===== src/t2c_params.svh =====
// offsets, field positions, reset values and counts of the 8-bit timer 2
`ifndef T2C_PARAMS_SVH
`define T2C_PARAMS_SVH

// ----------------------------------------------------------------------------
// register select codes on the cpu port
// ----------------------------------------------------------------------------
`define T2C_SEL_COUNT      3'h0
`define T2C_SEL_CMP_A      3'h1
`define T2C_SEL_CMP_B      3'h2
`define T2C_SEL_CAPTURE    3'h3
`define T2C_SEL_CONTROL    3'h4
`define T2C_SEL_CLKSEL     3'h5
`define T2C_SEL_CLRMODE    3'h6
`define T2C_SEL_OUTCTL     3'h7

// ----------------------------------------------------------------------------
// reset values
// ----------------------------------------------------------------------------
`define T2C_CTRL_RST       8'h00
`define T2C_CLKSEL_RST     4'h0
`define T2C_CLRMODE_RST    8'h10
`define T2C_OUTCTL_RST     4'h0
`define T2C_COUNT_RST      8'h00

// ----------------------------------------------------------------------------
// timer_control fields
// ----------------------------------------------------------------------------
`define T2C_CTL_CE         7
`define T2C_CTL_OVF        6
`define T2C_CTL_ONESHOT    5
`define T2C_CTL_RSV        4

// ----------------------------------------------------------------------------
// clear_and_output_mode fields
// ----------------------------------------------------------------------------
`define T2C_CRC_CLR_B      0
`define T2C_CRC_CLR_CAP    1
`define T2C_CRC_MODE_LO    4

// ----------------------------------------------------------------------------
// output_level_enable upper nibble, stored as bits 3:0
// ----------------------------------------------------------------------------
`define T2C_OL_ALV_A       0
`define T2C_OL_EN_A        1
`define T2C_OL_ALV_B       2
`define T2C_OL_EN_B        3

// ----------------------------------------------------------------------------
// clock_select codes and counts
// ----------------------------------------------------------------------------
`define T2C_CKS_EXT        4'h8
`define T2C_CKS_LAST_INT   4'h5
`define T2C_CNT_MAX        8'hFF
`define T2C_EVT_MIN_BOTH   16
`define T2C_EVT_MIN_ONE    12

`endif


===== src/t2c_pkg.sv =====
// types of the 8-bit timer 2
package t2c_pkg;

  typedef enum logic [1:0] {
    T2C_OM_RESERVED = 2'h0,
    T2C_OM_TOGGLE   = 2'h1,
    T2C_OM_PWM      = 2'h2,
    T2C_OM_PPG      = 2'h3
  } t2c_omode_e;

  typedef struct packed {
    logic [7:0] ctl;
    logic [3:0] clk_sel;
    logic [7:0] clr_mode;
    logic [3:0] out_ctl;
    logic [7:0] cmp_a;
    logic [7:0] cmp_b;
    logic [7:0] capture;
    logic [7:0] count;
    logic       load_zero;
    logic       tick_d;
    logic       restart;
    logic       irq_a;
    logic       irq_b;
    logic       irq_cap;
    logic       irq_evt;
    logic       st_a;
    logic       st_b;
    logic       pin_a;
    logic       pin_b;
    logic [7:0] rdata;
  } t2c_state_s;

endpackage


===== src/t2c_prescaler.sv =====
// free-running prescaler giving one-cycle ticks at fclk/16 to fclk/512
`timescale 1ns/10ps
`include "t2c_params.svh"
module t2c_prescaler (
  // clock and reset
  input  logic       mclk,
  input  logic       sys_rst,
  // divider choice, 0 is /16 up to 5 is /512
  input  logic [3:0] sel,
  // one-cycle tick
  output logic       tick
);

  logic [8:0] div_reg;
  logic       tick_next;

  always_ff @(posedge mclk or posedge sys_rst) begin
    if (sys_rst) begin
      div_reg <= 9'h000;
      tick    <= 1'b0;
    end else begin
      div_reg <= div_reg + 9'h001;
      tick    <= tick_next;
    end
  end

  // a tick when every bit below the chosen divisor is one
  always_comb begin
    unique case (sel)
      4'h0:    tick_next = &div_reg[3:0];
      4'h1:    tick_next = &div_reg[4:0];
      4'h2:    tick_next = &div_reg[5:0];
      4'h3:    tick_next = &div_reg[6:0];
      4'h4:    tick_next = &div_reg[7:0];
      4'h5:    tick_next = &div_reg[8:0];
      default: tick_next = 1'b0;
    endcase
  end

endmodule // t2c_prescaler


===== src/t2c_sync_edge.sv =====
// two-stage synchroniser and selectable edge detector for one input pin
`timescale 1ns/10ps
module t2c_sync_edge (
  // clock and reset
  input  logic       mclk,
  input  logic       sys_rst,
  // pin and edge choice: 00 falling, 01 rising, 1x both
  input  logic       pin,
  input  logic [1:0] edge_mode,
  // one-cycle pulse on a valid edge
  output logic       edge_pulse
);

  logic [2:0] sync_reg;
  logic       edge_next;

  // ----------------------------------------------------------------------
  // stage 0 is read only by stage 1
  // ----------------------------------------------------------------------
  always_ff @(posedge mclk or posedge sys_rst) begin
    if (sys_rst) begin
      sync_reg   <= 3'h0;
      edge_pulse <= 1'b0;
    end else begin
      sync_reg   <= {sync_reg[1:0], pin};
      edge_pulse <= edge_next;
    end
  end

  always_comb begin
    unique case (edge_mode)
      2'h0:    edge_next = sync_reg[2] & ~sync_reg[1];
      2'h1:    edge_next = ~sync_reg[2] & sync_reg[1];
      default: edge_next = sync_reg[2] ^ sync_reg[1];
    endcase
  end

endmodule // t2c_sync_edge


===== src/t2c_top.sv =====
// 8-bit timer 2: counter, two compares, capture and output control
`timescale 1ns/10ps
`include "t2c_params.svh"

// Function
// - reset clears the counter to 00H and leaves it stopped.
// - counter reads as 8 bits; writes to it are ignored.
// - counter equal to a compare raises its irq and a match signal.
// - both compares read and write; reset value is undefined.
// - valid capture edge copies the counter into the capture register.
// - capture value holds until next capture or a read.
// - capture edge gives irq and trigger; event edge gives tick and irq.
// - disabled pin drives its level bit; enabled pin drives pulses.
// - timer_control upper nibble, enable at bit 7, read/write, resets 00H; bits 3:0 are also kept and read back here.
// - one-shot bit picks mode; enable 0 clears and stops, 1 counts.
// - normal wrap from FFH sets overflow flag; only software clears it.
// - clock_select upper nibble picks fclk divider or event input.
// - clear_and_output_mode sets auto-clears and pin modes, resets 10H.
// - output_level_enable upper nibble holds levels and enables, resets 0.
// - after enabling, first tick loads zero, later ticks increment.
// - after disabling, next tick clears; capture and matches stop.
// - rewriting enable as 1 while 1 disturbs nothing.
// - auto-clear keeps the count and loads zero on the next tick.
// - re-enable before pending clear: that tick clears and starts.
// - event counting is just choosing the event input as clock.
// - prescaler divides the system clock; a selector picks one.
// - overflow flag at bit 6, one-shot select at bit 5.
// - one-shot stops at FFH with flag set; clearing flag restarts.
module t2c_top (
  // clock and reset
  input  logic       mclk,
  input  logic       sys_rst,
  // cpu register port, 8-bit accesses
  input  logic [2:0] cpu_sel,
  input  logic       cpu_wr,
  input  logic       cpu_rd,
  input  logic [7:0] cpu_wdata,
  output logic [7:0] cpu_rdata,
  // edge choice held in the external edge_polarity_register
  input  logic [1:0] capture_edge_mode,
  input  logic [1:0] event_edge_mode,
  // external pins
  input  logic       capture_input,
  input  logic       event_count_input,
  output logic       timer_out_a,
  output logic       timer_out_b,
  // interrupt requests, one-cycle pulses
  output logic       match_a_irq,
  output logic       match_b_irq,
  output logic       capture_irq,
  output logic       event_input_irq
);

  t2c_pkg::t2c_state_s st_reg;
  t2c_pkg::t2c_state_s st_next;
  t2c_pkg::t2c_omode_e out_mode;

  logic cap_edge;
  logic evt_edge;
  logic presc_tick;
  logic tick;
  logic ce;
  logic one_shot;
  logic halt;
  logic ovf_set;
  logic hit_a;
  logic hit_b;

  // --------------------------------------------------------------------------
  // input synchronisers and edge detection
  // --------------------------------------------------------------------------
  t2c_sync_edge u_cap_edge (
    .mclk       (mclk),
    .sys_rst    (sys_rst),
    .pin        (capture_input),
    .edge_mode  (capture_edge_mode),
    .edge_pulse (cap_edge)
  );

  t2c_sync_edge u_evt_edge (
    .mclk       (mclk),
    .sys_rst    (sys_rst),
    .pin        (event_count_input),
    .edge_mode  (event_edge_mode),
    .edge_pulse (evt_edge)
  );

  // --------------------------------------------------------------------------
  // prescaler and count clock selector
  // --------------------------------------------------------------------------
  t2c_prescaler u_presc (
    .mclk    (mclk),
    .sys_rst (sys_rst),
    .sel     (st_reg.clk_sel),
    .tick    (presc_tick)
  );

  // event counting needs no mode of its own, only this selector code
  assign tick = (st_reg.clk_sel == `T2C_CKS_EXT) ? evt_edge :
                presc_tick;

  assign ce       = st_reg.ctl[`T2C_CTL_CE];
  assign one_shot = st_reg.ctl[`T2C_CTL_ONESHOT];
  assign halt     = one_shot & st_reg.ctl[`T2C_CTL_OVF];
  assign out_mode = t2c_pkg::t2c_omode_e'(
                      st_reg.clr_mode[`T2C_CRC_MODE_LO +: 2]);

  // --------------------------------------------------------------------------
  // next-state logic
  // --------------------------------------------------------------------------
  always_comb begin
    st_next         = st_reg;
    ovf_set         = 1'b0;
    hit_a           = 1'b0;
    hit_b           = 1'b0;
    st_next.tick_d  = tick;
    st_next.restart = 1'b0;
    st_next.irq_a   = 1'b0;
    st_next.irq_b   = 1'b0;
    st_next.irq_cap = cap_edge;
    st_next.irq_evt = evt_edge;

    // ---------------- counter on each count clock ----------------
    // a pending zero load wins over counting; with enable low it also stops
    if (tick) begin
      if (st_reg.load_zero) begin
        st_next.count     = `T2C_COUNT_RST;
        st_next.load_zero = 1'b0;
        st_next.restart   = 1'b1;
      end else if (ce && !halt) begin
        if (st_reg.count == `T2C_CNT_MAX) begin
          st_next.count   = `T2C_COUNT_RST;
          st_next.restart = 1'b1;
          ovf_set         = 1'b1;
        end else begin
          st_next.count = st_reg.count + 8'h01;
          // one-shot parks at full count with the flag raised
          if (one_shot && st_reg.count == (`T2C_CNT_MAX - 8'h01)) begin
            ovf_set = 1'b1;
          end
        end
      end
    end

    // ---------------- compare, one cycle after the count moved ----------------
    // matching is judged only after a count clock, so a held value
    // raises its request once rather than on every system clock
    if (st_reg.tick_d && ce) begin
      hit_a = (st_reg.count == st_reg.cmp_a);
      hit_b = (st_reg.count == st_reg.cmp_b);
    end
    st_next.irq_a = hit_a;
    st_next.irq_b = hit_b;
    if (hit_b && st_reg.clr_mode[`T2C_CRC_CLR_B]) begin
      st_next.load_zero = 1'b1;
    end

    // ---------------- capture ----------------
    if (cap_edge && ce) begin
      st_next.capture = st_reg.count;
      if (st_reg.clr_mode[`T2C_CRC_CLR_CAP]) begin
        st_next.load_zero = 1'b1;
      end
    end

    // ---------------- output control stage ----------------
    unique case (out_mode)
      t2c_pkg::T2C_OM_RESERVED,
      t2c_pkg::T2C_OM_TOGGLE: begin
        if (st_reg.irq_a) begin
          st_next.st_a = ~st_reg.st_a;
        end
        if (st_reg.irq_b) begin
          st_next.st_b = ~st_reg.st_b;
        end
      end
      t2c_pkg::T2C_OM_PWM: begin
        // active from the restart at zero until the matching compare
        if (st_reg.irq_a) begin
          st_next.st_a = 1'b0;
        end else if (st_reg.restart) begin
          st_next.st_a = 1'b1;
        end
        if (st_reg.irq_b) begin
          st_next.st_b = 1'b0;
        end else if (st_reg.restart) begin
          st_next.st_b = 1'b1;
        end
      end
      t2c_pkg::T2C_OM_PPG: begin
        // pin a is a pulse from compare a to compare b
        if (st_reg.irq_b) begin
          st_next.st_a = 1'b0;
        end else if (st_reg.irq_a) begin
          st_next.st_a = 1'b1;
        end
        if (st_reg.irq_b) begin
          st_next.st_b = ~st_reg.st_b;
        end
      end
    endcase

    // a disabled pin sits at its level bit; an enabled one shows pulses
    st_next.pin_a = st_reg.out_ctl[`T2C_OL_EN_A] ?
      (st_reg.out_ctl[`T2C_OL_ALV_A] ? st_reg.st_a : ~st_reg.st_a) :
      st_reg.out_ctl[`T2C_OL_ALV_A];
    st_next.pin_b = st_reg.out_ctl[`T2C_OL_EN_B] ?
      (st_reg.out_ctl[`T2C_OL_ALV_B] ? st_reg.st_b : ~st_reg.st_b) :
      st_reg.out_ctl[`T2C_OL_ALV_B];

    // ---------------- cpu writes ----------------
    if (cpu_wr) begin
      unique case (cpu_sel)
        `T2C_SEL_CMP_A: st_next.cmp_a = cpu_wdata;
        `T2C_SEL_CMP_B: st_next.cmp_b = cpu_wdata;
        `T2C_SEL_CONTROL: begin
          // enable edge either way schedules a zero load; a repeated
          // write of enable=1 leaves the count alone
          if (ce != cpu_wdata[`T2C_CTL_CE]) begin
            st_next.load_zero = 1'b1;
          end
          // clearing the flag of a parked one-shot restarts it
          if (halt && !cpu_wdata[`T2C_CTL_OVF]) begin
            st_next.load_zero = 1'b1;
          end
          st_next.ctl[`T2C_CTL_CE]      = cpu_wdata[`T2C_CTL_CE];
          st_next.ctl[`T2C_CTL_ONESHOT] = cpu_wdata[`T2C_CTL_ONESHOT];
          // software may only clear the flag, never set it
          st_next.ctl[`T2C_CTL_OVF] = st_reg.ctl[`T2C_CTL_OVF] &
                                      cpu_wdata[`T2C_CTL_OVF];
          st_next.ctl[`T2C_CTL_RSV] = 1'b0;
          st_next.ctl[3:0]          = cpu_wdata[3:0];
        end
        `T2C_SEL_CLKSEL:  st_next.clk_sel  = cpu_wdata[7:4];
        `T2C_SEL_CLRMODE: st_next.clr_mode = cpu_wdata;
        `T2C_SEL_OUTCTL:  st_next.out_ctl  = cpu_wdata[7:4];
        // the counter and capture register ignore writes
        default: st_next.count = st_next.count;
      endcase
    end

    // hardware setting the flag wins over a clear in the same cycle
    if (ovf_set) begin
      st_next.ctl[`T2C_CTL_OVF] = 1'b1;
    end

    // ---------------- cpu reads, answer one cycle later ----------------
    if (cpu_rd) begin
      unique case (cpu_sel)
        `T2C_SEL_COUNT:   st_next.rdata = st_reg.count;
        `T2C_SEL_CMP_A:   st_next.rdata = st_reg.cmp_a;
        `T2C_SEL_CMP_B:   st_next.rdata = st_reg.cmp_b;
        // after a read the value may be anything; it simply stays
        `T2C_SEL_CAPTURE: st_next.rdata = st_reg.capture;
        `T2C_SEL_CONTROL: st_next.rdata = st_reg.ctl;
        // write-only registers read as zero
        default:          st_next.rdata = 8'h00;
      endcase
    end
  end

  // --------------------------------------------------------------------------
  // state register
  // --------------------------------------------------------------------------
  // compares and capture have no guaranteed reset value; they are
  // cleared only so that simulation starts from known bits
  always_ff @(posedge mclk or posedge sys_rst) begin
    if (sys_rst) begin
      st_reg.ctl       <= `T2C_CTRL_RST;
      st_reg.clk_sel   <= `T2C_CLKSEL_RST;
      st_reg.clr_mode  <= `T2C_CLRMODE_RST;
      st_reg.out_ctl   <= `T2C_OUTCTL_RST;
      st_reg.cmp_a     <= 8'h00;
      st_reg.cmp_b     <= 8'h00;
      st_reg.capture   <= 8'h00;
      st_reg.count     <= `T2C_COUNT_RST;
      st_reg.load_zero <= 1'b0;
      st_reg.tick_d    <= 1'b0;
      st_reg.restart   <= 1'b0;
      st_reg.irq_a     <= 1'b0;
      st_reg.irq_b     <= 1'b0;
      st_reg.irq_cap   <= 1'b0;
      st_reg.irq_evt   <= 1'b0;
      st_reg.st_a      <= 1'b0;
      st_reg.st_b      <= 1'b0;
      st_reg.pin_a     <= 1'b0;
      st_reg.pin_b     <= 1'b0;
      st_reg.rdata     <= 8'h00;
    end else begin
      st_reg <= st_next;
    end
  end

  // --------------------------------------------------------------------------
  // outputs, each straight from the state register
  // --------------------------------------------------------------------------
  assign cpu_rdata       = st_reg.rdata;
  assign timer_out_a     = st_reg.pin_a;
  assign timer_out_b     = st_reg.pin_b;
  assign match_a_irq     = st_reg.irq_a;
  assign match_b_irq     = st_reg.irq_b;
  assign capture_irq     = st_reg.irq_cap;
  assign event_input_irq = st_reg.irq_evt;

endmodule // t2c_top


===== config.mk =====
export PLATFORM = sky130hd
export DESIGN_NAME = t2c_top
export DESIGN_NICKNAME = d
export VERILOG_FILES = /design/src/t2c_pkg.sv /design/src/t2c_prescaler.sv /design/src/t2c_sync_edge.sv /design/src/t2c_top.sv
export VERILOG_INCLUDE_DIRS = /design/src
export SDC_FILE = /design/constraint.sdc
export NUM_CORES = 1
export LEC_CHECK = 0
export ABC_AREA = 1
export ABC_CLOCK_PERIOD_IN_PS = 5920
export BUFFER_PORTS_ARGS = -buffer_cell sky130_fd_sc_hd__buf_4
export CAP_MARGIN = 40
export CORE_MARGIN = 2
export CORE_UTILIZATION = 55
export DETAILED_ROUTE_END_ITERATION = 16
export GPL_ROUTABILITY_DRIVEN = 0
export PLACE_DENSITY = 0.77
export SLEW_MARGIN = 20
export SYNTH_ARGS = -nofsm -noshare
export SYNTH_HDL_FRONTEND = slang
export SYNTH_HIERARCHICAL = 1
export SYNTH_SLANG_ARGS = --single-unit
export TNS_END_PERCENT = 100

===== constraint.sdc =====
create_clock -name mclk -period 5.92 [get_ports mclk]
set_input_delay 0.592 -clock mclk [delete_from_list [all_inputs] [get_ports mclk]]
set_output_delay 0.592 -clock mclk [all_outputs]
set_load 0.02 [all_outputs]

==> results.md <==
Synth:
- In this run, distinct cell masters in the synthesized netlist total 34.
- The synthesized netlist occupies a cell area of 4483 sq um.
- The leading register cell type out of synthesis is sky130_fd_sc_hd__dfrtp_1.
- The synthesized design contains 0 enable-type register cells.
- The Yosys warning count is 6.
- Synthesis produced a netlist whose cell count is 547.
- Averaged over all synthesized cells, the footprint is 8.196 sq um.
- The post-synthesis sequential area ratio is 49.15%.
- The number of nets in the synthesized netlist is 577.
- The async set-reset flop share out of synthesis is 100.0%.
- Synthesis inferred 88 register bits.

Floorplanning:
- The die width is 94.28 um.
- 35 I/O pins were placed.
- The starting density of the core is 57.42%.
- The core outline area is 7807 sq um.
- The height of the die is 94.28 um.
- The row count is 32.
- The floorplan step defined a die boundary enclosing 8889 sq um.

STA:
- After routing, the total negative slack on setup checks comes to 0 ps.
- The final hold violation count is 0.
- On the final layout, the worst clock skew is 15.48 ps.
- The minimum clock period is 1588 ps.
- The count of final setup violators is 0.
- Setup repair after global routing left no endpoint under its margin.
- The number of pins exceeding their max-slew limit in the final report is 0.
- The final period utilization is 26.83%.
- The peak clock frequency supported by timing is 629.7 MHz.
- At the pin with the least slew margin, the transition time is 458.1 ps.
- The headroom to the max-slew limit is 69.39%.

Clocking:
- The clock tree from TritonCTS is yes.
- After clock tree synthesis, the repair step resized 0 gates.
- The number of sinks handled by clock tree synthesis is 88.
- The largest buffer count on any clock path is 2.
- Clock-pin slew was measured on the worst setup and hold paths at 90 ps.
- The count of hold buffers inserted by post-cts repair is 0.
- The clock buffer count from CTS is 9.
- The later-pin clock latency in the skew report is 370 ps.
- The number of setup buffers added after CTS is 0.
- The root buffer selected by CTS is sky130_fd_sc_hd__clkbuf_8.
- The H-tree was split into 3 levels.

Power:
- The clock network is responsible for 27.7% of the overall power.
- The internal power is 0.9679 mW.
- In this run, flip-flops and latches consume 52.2% of the power.
- In this run, the combinational gates consume 20.0% of the power.
- Net switching is 34.19% of the power.
- In this run the static leakage power is 2.503 nW.
- The net load switching power is 0.5028 mW.
- The areal power density over the cells is 296.9 nW/um^2.
- The maximum ir drop on the vdd rail is 0.1696 mV.

Drt:
- The count of TritonRoute iterations in the first routing pass is 5.
- The vias after detailed routing is 3562.
- The routed wire length is 9.733 mm.
- The iteration-0 DRC count of the detailed router is 330.
- The remaining antenna violation count is 0.
- The average wire per standard cell is 14.27 um.
- The post-detailed-route via-to-cell ratio is 5.223.
- For this run, design rule violations remaining after detail routing come to 0.

Placement:
- The detailed-placement wirelength estimate is 7.404 mm.
- The count of input and output buffers is 34.
- The total cell area at the placement stage is 4760 sq um.

Setup path:
- The worst setup path is captured at a flop.
- The critical path is of the reg -> reg type.
- Along the worst path, the maximum fanout reaches 9.
- STA classifies the critical path startpoint as a flop.
- At the worst endpoint, the required time is 6160 ps.
- At the worst endpoint, the arrival time is 1830 ps.

Global routing:
- The first global-routing pass estimated 16.40 mm of wire.
- The final global-route overflow total is 0.
- The pin count of the biggest net entering global routing is 41.
- The initial antenna violation count is 0.
- The total track usage is 24.41%.
- The via count of the first global-routing pass came to 3421.

Min path:
- The tightest min-delay check is of the in -> async type.

Cells and area:
- After routing the design area is 4954 sq um.
- The number of diodes added for antenna fixing is 0.
- The flip-flop count of the largest register, all copies and words added is 52.
- The relative area change from synthesis to final layout is 10.49%.
- The fraction of layout instances using a drive strength above 1 is 16.21%.
- The net count of the finished layout is 605.

Run status:
- The run finished with clean final reports.

Flow run:
- The count of maximum capacitance violations is 0.
## cell usage in the layout (no fill, tap or decap), drive strengths merged
cell type  count
nand2        169
dfrtp         87
inv           71
nor2          56
o21ai         55
nand3         36
buf           36
a21oi         10
ha             9
clkbuf         9
nand4          8
xor2           8
xnor2          8
nor3           5
nand3b         2
o22ai          2
clkinv         2
and2           1
and3           1
nor3b          1
a221oi         1
clkinvlp       1
dfstp          1
and2b          1
## final timing paths
path,startpoint,endpoint,slack (ps),cells after the start
setup / recovery,st_reg[19]$_DFFE_PP0P_,st_reg[23]$_DFFE_PP0P_,4330,7
hold / removal,sys_rst,u_evt_edge/sync_reg[1]$_DFF_PP0_,140,2
setup reg to reg,st_reg[19]$_DFFE_PP0P_,st_reg[23]$_DFFE_PP0P_,4330,7
hold reg to reg,u_evt_edge/sync_reg[0]$_DFF_PP0_,u_evt_edge/sync_reg[1]$_DFF_PP0_,360,0
max in group asynchronous,sys_rst,out_mode[0]$_DFFE_PP1P_,5010,4
min in group mclk,capture_input,u_cap_edge/sync_reg[0]$_DFF_PP0_,340,1
## per-layer routing
layer | GRT usage, % | wire length (um) | share of wire [%] | vias to the layer above
met4 | 10.27 | 213 | 2.2 | 0
met2 | 38.15 | 4613 | 47 | 105
met5 | 0 | 0 | 0 | -
met3 | 4.655 | 483 | 5.0 | 16
li1 | - | - | - | 1774
met1 | 33.51 | 4423 | 45 | 1667
## power groups by stage
stage               Sequential, mW  Clock (mW)  Combinational (mW)
finish                       0.768       0.408               0.295
global route                 0.781       0.442               0.338
CTS                          0.767       0.417               0.296
detailed placement           0.778           0               0.295
global placement             0.776           0               0.283
floorplan                    0.756           0               0.221
## cells by family (layout without fill, tap and decap cells)
kind of cell	after synthesis	after routing	synth area share, %
buffers and inverters	86	119	8.596
adders and majority gates	9	9	2.512
AOI/OAI and AO/OA	68	68	9.154
and+or+nand+nor	280	280	27.46
xor gates and xnor gates	16	16	3.126
DFF	88	88	49.15
## critical path, cell delays in order, from the launching register on
cell,delay (ps)
sky130_fd_sc_hd__dfrtp_1,580
sky130_fd_sc_hd__ha_1,310
sky130_fd_sc_hd__inv_1,90
sky130_fd_sc_hd__nor2_2,160
sky130_fd_sc_hd__xor2_1,170
sky130_fd_sc_hd__nor2_1,60
sky130_fd_sc_hd__nand2_1,50
sky130_fd_sc_hd__o21ai_0,70
## Yosys cell counts (5+ instances only)
master                    count  area, sq um
sky130_fd_sc_hd__xor2_1       8        70.07
sky130_fd_sc_hd__nor3_1       5        25.02
sky130_fd_sc_hd__o21ai_1     11        55.05
sky130_fd_sc_hd__o21ai_2     14        122.6
sky130_fd_sc_hd__nor2_4       6        67.56
sky130_fd_sc_hd__buf_4        9        67.56
sky130_fd_sc_hd__nand3_1     35        175.2
sky130_fd_sc_hd__dfrtp_1     87         2177
sky130_fd_sc_hd__inv_1       65        244.0
sky130_fd_sc_hd__xnor2_1      8        70.07
sky130_fd_sc_hd__nand4_1      8        50.05
sky130_fd_sc_hd__o21ai_0     30        150.1
sky130_fd_sc_hd__ha_1         9        112.6
sky130_fd_sc_hd__nand2_1    158        593.1
sky130_fd_sc_hd__nor2_1      48        180.2
sky130_fd_sc_hd__a21oi_1      7        35.03
sky130_fd_sc_hd__nand2_2     10        62.56
## final cells by class
cell class	instances	area [sq um]
multi-input cells	373	1894
flip-flops and latches	88	2203
clock inverters	7	70.07
well taps	102	127.6
repair buffers	36	282.8
inverters	67	251.5
fillers	669	2854
clock buffers	9	123.9
## through the flow
stage	power [mW]	hold slack, ps	instances	utilization [%]	worst slack, ps
final	1.471	135.3	682	63.45	4332
after global routing	1.561	134.8	682	63.45	4225
after CTS	1.480	127.0	682	63.45	4338
after detailed placement	1.073	341.3	666	60.96	4319
after global placement	1.058	332.5	665	60.71	4357
after floorplan	0.9774	331.2	547	-	3561
(Power assumes the default switching activity.)
